$ cat config.mk
export PLATFORM = sky130hd
export DESIGN_NAME = dac_pin_select_and_pulldown_cfg
export DESIGN_NICKNAME = d
export VERILOG_FILES = /design/src/pkg/pin_sel_pkg.sv /design/src/rtl/sel_reg_bank.sv /design/src/rtl/dac_pin_select_and_pulldown_cfg.sv
export SDC_FILE = /design/constraint.sdc
export NUM_CORES = 1
export LEC_CHECK = 0
export ABC_AREA = 1
export CAP_MARGIN = 20
export CORE_MARGIN = 3
export CORE_UTILIZATION = 50
export CTS_CLUSTER_SIZE = 12
export DETAILED_ROUTE_END_ITERATION = 8
export DONT_BUFFER_PORTS = 1
export PLACE_DENSITY = 0.69
export SLEW_MARGIN = 20
export SYNTH_ARGS = -nofsm -noshare
export SYNTH_HDL_FRONTEND = slang
export SYNTH_SLANG_ARGS = --single-unit
$ cat constraint.sdc
create_clock -name clk_i -period 1.4 [get_ports clk_i]
set_input_delay 0.28 -clock clk_i [delete_from_list [all_inputs] [get_ports clk_i]]
set_output_delay 0.28 -clock clk_i [all_outputs]
set_load 0.05 [all_outputs]
$ cat src/pkg/pin_sel_pkg.sv
// Constants for the DAC pin and weak pull-down selection registers
package pin_sel_pkg;
  localparam int          REG_W          = 16;
  localparam int          PIN_N          = 8;
  // Register indices on the internal register port
  localparam logic [1:0]  IDX_DAC_SEL    = 2'h0;
  localparam logic [1:0]  IDX_PD_SEL     = 2'h1;
  localparam logic [1:0]  IDX_GEN_CTRL   = 2'h2;
  localparam logic [15:0] DAC_SEL_RST    = 16'h0000;
  localparam logic [15:0] PD_SEL_RST     = 16'h00FF;
  localparam logic [15:0] GEN_CTRL_RST   = 16'h0000;
  localparam int          LOCK_BIT       = 7;
  localparam logic [15:0] SEL_WR_MASK    = 16'h00FF;
  localparam logic [15:0] UNMAPPED_RDATA = 16'h0000;
endpackage : pin_sel_pkg

$ cat src/rtl/sel_reg_bank.sv
// Small register bank holding the two pin selection words
`timescale 1ns/1ps
module sel_reg_bank #(
  parameter int W = 16
) (
  input  wire logic         clk_i,
  input  wire logic         resetn_i,
  input  wire logic         wr_en_i,
  input  wire logic         wr_idx_i,
  input  wire logic [W-1:0] wr_data_i,
  input  wire logic         rd_idx_i,
  output logic      [W-1:0] rd_data_o,
  output logic      [W-1:0] word0_o,
  output logic      [W-1:0] word1_o
);
  logic [W-1:0] word0_r;
  logic [W-1:0] word1_r;

  // DAC select clear
  // Pull-downs all on
  always_ff @(posedge clk_i) begin
    if (!resetn_i) begin
      word0_r <= W'(pin_sel_pkg::DAC_SEL_RST);
      word1_r <= W'(pin_sel_pkg::PD_SEL_RST);
    end else if (wr_en_i) begin
      // Upper byte masked
      if (wr_idx_i) word1_r <= wr_data_i & W'(pin_sel_pkg::SEL_WR_MASK);
      else          word0_r <= wr_data_i & W'(pin_sel_pkg::SEL_WR_MASK);
    end
  end

  always_ff @(posedge clk_i) begin
    if (!resetn_i) rd_data_o <= '0;
    else           rd_data_o <= rd_idx_i ? word1_r : word0_r;
  end

  assign word0_o = word0_r;
  assign word1_o = word1_r;
endmodule : sel_reg_bank

$ cat src/rtl/dac_pin_select_and_pulldown_cfg.sv
// DAC output and weak pull-down pin selection registers
// Overview of operation
// DAC select bit n makes pin n analog
// Cleared bit leaves pin to others
// DAC select resets to zero
// Upper byte reserved, reads zero
// Pull-down bit n grounds pin n weakly
// Pull-down select resets to 0x00FF
// Low byte bits are read/write
// Lock bit refuses selection writes
// Writes to upper byte ignored
`timescale 1ns/1ps
module dac_pin_select_and_pulldown_cfg #(
  parameter int PINS = pin_sel_pkg::PIN_N
) (
  input  wire logic            clk_i,
  input  wire logic            resetn_i,
  input  wire logic            reg_wr_i,
  input  wire logic            reg_rd_i,
  input  wire logic [1:0]      reg_idx_i,
  input  wire logic [15:0]     reg_wdata_i,
  output logic      [15:0]     reg_rdata_o,
  output logic                 reg_rvalid_o,
  output logic                 wr_refused_o,
  output logic      [PINS-1:0] analog_out_sel_o,
  output logic      [PINS-1:0] weak_gnd_sel_o,
  output logic                 cfg_locked_o
);
  logic [15:0]     gen_ctrl_r;
  logic [15:0]     gen_ctrl_nxt;
  logic [15:0]     bank_rdata;
  logic [15:0]     dac_word;
  logic [15:0]     pd_word;
  logic            sel_hit;
  logic            ctrl_hit;
  logic            pd_hit;
  logic            sel_wr;
  logic            sel_wr_refused;
  logic            lock;
  logic            rd_pend_r;
  logic            rd_pend_nxt;
  logic [1:0]      rd_idx_r;
  logic [1:0]      rd_idx_nxt;
  logic [15:0]     rdata_r;
  logic [15:0]     rdata_nxt;
  logic            rvalid_r;
  logic            refused_r;
  logic [PINS-1:0] analog_sel_r;
  logic [PINS-1:0] analog_sel_nxt;
  logic [PINS-1:0] weak_gnd_r;
  logic [PINS-1:0] weak_gnd_nxt;
  logic            locked_r;

  // Register index decode, shared by write and read paths
  function automatic logic is_dac_idx(input logic [1:0] idx);
    return idx == pin_sel_pkg::IDX_DAC_SEL;
  endfunction : is_dac_idx

  function automatic logic is_pd_idx(input logic [1:0] idx);
    return idx == pin_sel_pkg::IDX_PD_SEL;
  endfunction : is_pd_idx

  function automatic logic is_ctrl_idx(input logic [1:0] idx);
    return idx == pin_sel_pkg::IDX_GEN_CTRL;
  endfunction : is_ctrl_idx

  function automatic logic is_sel_idx(input logic [1:0] idx);
    return is_dac_idx(idx) || is_pd_idx(idx);
  endfunction : is_sel_idx

  // Pin claims sit in the low bits of a selection word
  function automatic logic [PINS-1:0] pin_claims(input logic [15:0] word);
    return word[PINS-1:0];
  endfunction : pin_claims

  assign lock     = gen_ctrl_r[pin_sel_pkg::LOCK_BIT];
  assign sel_hit  = is_sel_idx(reg_idx_i);
  assign ctrl_hit = is_ctrl_idx(reg_idx_i);
  assign pd_hit   = is_pd_idx(reg_idx_i);

  // Index 2 is a stand-in control word; only its lock bit acts here
  // Locked writes dropped, refusal reported
  assign sel_wr         = reg_wr_i && sel_hit && !lock;
  assign sel_wr_refused = reg_wr_i && sel_hit && lock;

  // Lock register itself stays writable so software can unlock
  always_comb begin
    gen_ctrl_nxt = gen_ctrl_r;
    if (reg_wr_i && ctrl_hit) begin
      gen_ctrl_nxt = reg_wdata_i;
    end
  end

  always_ff @(posedge clk_i) begin
    if (!resetn_i) begin
      gen_ctrl_r <= pin_sel_pkg::GEN_CTRL_RST;
    end else begin
      gen_ctrl_r <= gen_ctrl_nxt;
    end
  end

  // Stored and read back
  // Upper byte ignored
  sel_reg_bank #(
    .W (16)
  ) u_bank (
    .clk_i     (clk_i),
    .resetn_i  (resetn_i),
    .wr_en_i   (sel_wr),
    .wr_idx_i  (pd_hit),
    .wr_data_i (reg_wdata_i),
    .rd_idx_i  (pd_hit),
    .rd_data_o (bank_rdata),
    .word0_o   (dac_word),
    .word1_o   (pd_word)
  );

  // Index kept only on a read, so idle cycles do not toggle it
  always_comb begin
    rd_pend_nxt = reg_rd_i;
    rd_idx_nxt  = rd_idx_r;
    if (reg_rd_i) begin
      rd_idx_nxt = reg_idx_i;
    end
  end

  always_ff @(posedge clk_i) begin
    if (!resetn_i) begin
      rd_pend_r <= 1'b0;
    end else begin
      rd_pend_r <= rd_pend_nxt;
    end
  end

  always_ff @(posedge clk_i) begin
    if (!resetn_i) begin
      rd_idx_r <= 2'h0;
    end else begin
      rd_idx_r <= rd_idx_nxt;
    end
  end

  // Bank read data is registered, so answer lands two cycles after the read request
  // Unmapped index falls to the default and reads zero
  always_comb begin
    rdata_nxt = 16'h0000;
    if (rd_pend_r) begin
      case (rd_idx_r)
        pin_sel_pkg::IDX_DAC_SEL:  rdata_nxt = bank_rdata;
        pin_sel_pkg::IDX_PD_SEL:   rdata_nxt = bank_rdata;
        pin_sel_pkg::IDX_GEN_CTRL: rdata_nxt = gen_ctrl_r;
        default:                   rdata_nxt = pin_sel_pkg::UNMAPPED_RDATA;
      endcase
    end
  end

  always_ff @(posedge clk_i) begin
    if (!resetn_i) begin
      rdata_r <= 16'h0000;
    end else begin
      rdata_r <= rdata_nxt;
    end
  end

  always_ff @(posedge clk_i) begin
    if (!resetn_i) begin
      rvalid_r <= 1'b0;
    end else begin
      rvalid_r <= rd_pend_r;
    end
  end

  // One-cycle pulse per refused write
  always_ff @(posedge clk_i) begin
    if (!resetn_i) begin
      refused_r <= 1'b0;
    end else begin
      refused_r <= sel_wr_refused;
    end
  end

  // DAC pin claims
  // Pull-down pin claims
  // Zero bits claim nothing
  always_comb begin
    analog_sel_nxt = pin_claims(dac_word);
    weak_gnd_nxt   = pin_claims(pd_word);
  end

  // No pin analog out of reset
  always_ff @(posedge clk_i) begin
    if (!resetn_i) begin
      analog_sel_r <= PINS'(pin_sel_pkg::DAC_SEL_RST);
    end else begin
      analog_sel_r <= analog_sel_nxt;
    end
  end

  // Every pin weakly grounded out of reset
  always_ff @(posedge clk_i) begin
    if (!resetn_i) begin
      weak_gnd_r <= PINS'(pin_sel_pkg::PD_SEL_RST);
    end else begin
      weak_gnd_r <= weak_gnd_nxt;
    end
  end

  // Lock copy for the cfg_locked_o port; lags the control word a cycle
  always_ff @(posedge clk_i) begin
    if (!resetn_i) begin
      locked_r <= 1'b0;
    end else begin
      locked_r <= lock;
    end
  end

  // Outputs driven straight from their flip-flops
  assign reg_rdata_o      = rdata_r;
  assign reg_rvalid_o     = rvalid_r;
  assign wr_refused_o     = refused_r;
  assign analog_out_sel_o = analog_sel_r;
  assign weak_gnd_sel_o   = weak_gnd_r;
  assign cfg_locked_o     = locked_r;
endmodule : dac_pin_select_and_pulldown_cfg

==> flow_metrics.py <==
metrics = {
    "sta": {
        "finalSetupViolations": 0,
        "setup_tns_ns": 0,
        "worst-slew-pin-transition_ns": 0.501,
        "endpoints_failing_hold": 0,
        "max_clock_freq_mhz": 798,
        "drv_slew": 0,
        "rsz0062_at_grt": "no",
        "layout_min_cycle_time_ns": 1.25,
        "hold-worst-slack_ns": 0.0259,
        "final_min_period_over_clock_period_pct": 89.5,
        "setup_slack_ns": 0.147,
        "slew_headroom_pct": 66.5,
        "final.setup_skew_ns": 0.00986,
    },
    "pwr": {
        "internal_power_uw": 3120,
        "total_switching_power_uw": 980,
        "p_per_area_mw_per_mm2": 1450,
        "sequentialPowerShare_pct": 59.3,
        "ir_drop_v": 0.000716,
        "leakagePower_uw": 0.00121,
        "comb_power_share_pct": 5.1,
        "p_sw_share_pct": 23.9,
        "power_frac_clock_pct": 35.6,
    },
    "routing": {
        "wl_per_cell_um": 13.6,
        "drt_first_pass_iters": 4,
        "postRouteWirelength_mm": 5.36,
        "avgViaCountPerCell": 4.90,
        "post_detailed_route_count_of_antenna_violating_nets": 0,
        "routed-via-count": 1924,
        "dr.first_iter.drc_count": 143,
        "remaining_drc_errors": 0,
    },
    "layout": {
        "diodes": 0,
        "design_area_mm2": 0.00283,
        "area.growth.synth_to_final_pct": 8.79,
        "layout-drive-gt1-share_pct": 9.51,
        "fin_nets": 344,
        "layout.cells.most_common": "dfxtp_1",
        "finish.utilization_pct": 58.1,
        "leading_cell_types_in_the_layout_fill_and_taps_excluded": "78 x dfxtp_1, 75 x nor2_1, 45 x nand2_1, 24 x inv_1, 24 x nand3_1",
    },
    "grt": {
        "antenna_found_initial": 0,
        "grt_first_pass_wirelength_mm": 8.86,
        "globalRouteTotalUtil_pct": 19.1,
        "globalRouteOverflowTotal": 0,
        "first_global_vias": 1802,
        "maximum_number_of_pins_on_one_net_before_global_route_repair": 55,
    },
    "place": {
        "pre_cts_ws_ns": 0.227,
        "buffer_ports.inserted": 0,
        "routabilityCongestion": 0.881,
        "postPlaceCellArea_mm2": 0.00267,
        "dp_hpwl_mm": 3.81,
    },
    "die": {
        "core_area_mm2": 0.00488,
        "placementRows": 25,
        "die-width_um": 78.2,
        "die_area_mm2": 0.00611,
        "io-pin-count": 57,
        "die_y_um": 78.2,
        "initial_util_pct": 53.4,
    },
    "synthesis": {
        "synthesis.instances": 319,
        "post_synth_num_cell_types": 19,
        "synth_nets": 341,
        "synthDominantCellAreaShare_pct": 59.9,
        "netlist_area_mm2": 0.00260,
        "share_of_synthesized_area_occupied_by_flip_flops_and_latches_pct": 59.9,
        "synth.area.top_cells": "dfxtp_1 60%, nor2_1 11%, nand2_1 6.5%",
        "ys.warnings.count": 0,
        "avgSynthCellArea_um2": 8.17,
        "synth.ff_latch_count": 78,
        "synth_largest_area_cell": "dfxtp_1",
    },
    "clock_network": {
        "cts-root-buf": "clkbuf_8",
        "clk_pin_slew_worst_paths_ns": 0.07,
        "numCtsBuffers": 9,
        "tritoncts_clock_tree": "yes",
        "clkSinkCount": 78,
        "cts.htree.levels": 3,
        "cts.hold.buffers_added": 0,
        "cts_repair_resize_count": 0,
        "clock_insertion_delay_worst_skew_ns": 0.34,
        "cts_buffer_depth": 2,
        "cts_setup_buffers": 0,
    },
    "critical_path": {
        "rrSetupSlack_ns": 0.23,
        "r2r.worst_path.cells": 5,
        "cp.arrival_ns": 0.97,
        "cp_launch_type": "register",
        "worstSetupPathType": "register to output pin",
        "cp.required_ns": 1.12,
        "critical_path_cell_count": 0,
        "peak_fanout_along_the_critical_path": 1,
        "timing.critical_path.to_type": "output pin",
    },
    "min_path": {
        "min_path_cells": 1,
        "kind_of_path_behind_the_tightest_hold_check": "input pin to register",
    },
    "status": {
        "status": "finished, final reports clean",
    },
    "job": {
        "drv_cap": 0,
    },
}
## flip-flops by register name, indices dropped and copies added, names as in the netlist
signal and flops:
cfg_locked_o 1, wr_refused_o 1, reg_rvalid_o 1, weak_gnd_sel_o 8
u_bank.rd_data_o 8, u_bank.word0_o 8, gen_ctrl_r 16, u_bank.word1_o 8
rd_pend_r 1, analog_out_sel_o 8, reg_rdata_o 16, rd_idx_r 2
## through the flow
stage	total power (uW)	instances
after floorplan	2650	319
after global placement	2680	378
after detailed placement	2690	378
after CTS	4140	393
after global routing	4280	393
final	4100	393
## area by class of cell
cell class	instances	area, um2
clock buffer	14	163
clock inverter	1	5.00
fill	469	2050
inverter	30	113
multi-input combinational	200	886
sequential	78	1560
tap	67	83.8
timing repair buffer	3	22.5
## synth_stat cells
| cell type | number |
|---|---|
| a21oi_1 | 9 |
| buf_1 | 1 |
| buf_2 | 3 |
| clkbuf_1 | 7 |
| clkinv_1 | 2 |
| dfxtp_1 | 78 |
| inv_1 | 24 |
| inv_2 | 4 |
| nand2_1 | 45 |
| nand3_1 | 24 |
| nand3_2 | 1 |
| nand4_1 | 8 |
| nor2_1 | 75 |
| nor2_2 | 2 |
| nor2_4 | 1 |
| o21ai_0 | 16 |
| o21ai_1 | 10 |
| o22ai_1 | 1 |
| or2_2 | 8 |
## metal layers
metal  vias up  global-route usage, %  wire (um)
met4         0                   10.8        133
met3        12                   7.00        413
met1       846                   25.1       2440
li1       1009                      -          -
met5         -                      0          0
met2        57                   26.8       2370
## cells by family (layout without fill, tap and decap cells)
family / after synthesis / in the layout / share of synthesized area, %
and+or+nand+nor: 164 / 164 / 27.0
DFF: 78 / 78 / 59.9
buffers and inverters: 41 / 48 / 6.05
AOI/OAI and AO/OA: 36 / 36 / 6.96
## worst paths after layout
| path | start | to |
|---|---|---|
| max | reg_rdata_o[14] | reg_rdata_o[14] |
| min | reg_rd_i | rd_idx_r[1] |
| max reg2reg | gen_ctrl_r[7] | u_bank.word0_o[6] |
| min reg2reg | gen_ctrl_r[10] | reg_rdata_o[10] |
## power groups by stage
| stage | clock network (uW) | registers [uW] | logic, uW |
|---|---|---|---|
| after floorplan | 0 | 2460 | 192 |
| after global placement | 0 | 2480 | 205 |
| after detailed placement | 0 | 2480 | 210 |
| after CTS | 1500 | 2430 | 210 |
| after global routing | 1600 | 2440 | 246 |
| final | 1460 | 2430 | 209 |
No activity file was read; power rests on OpenSTA's default activity.
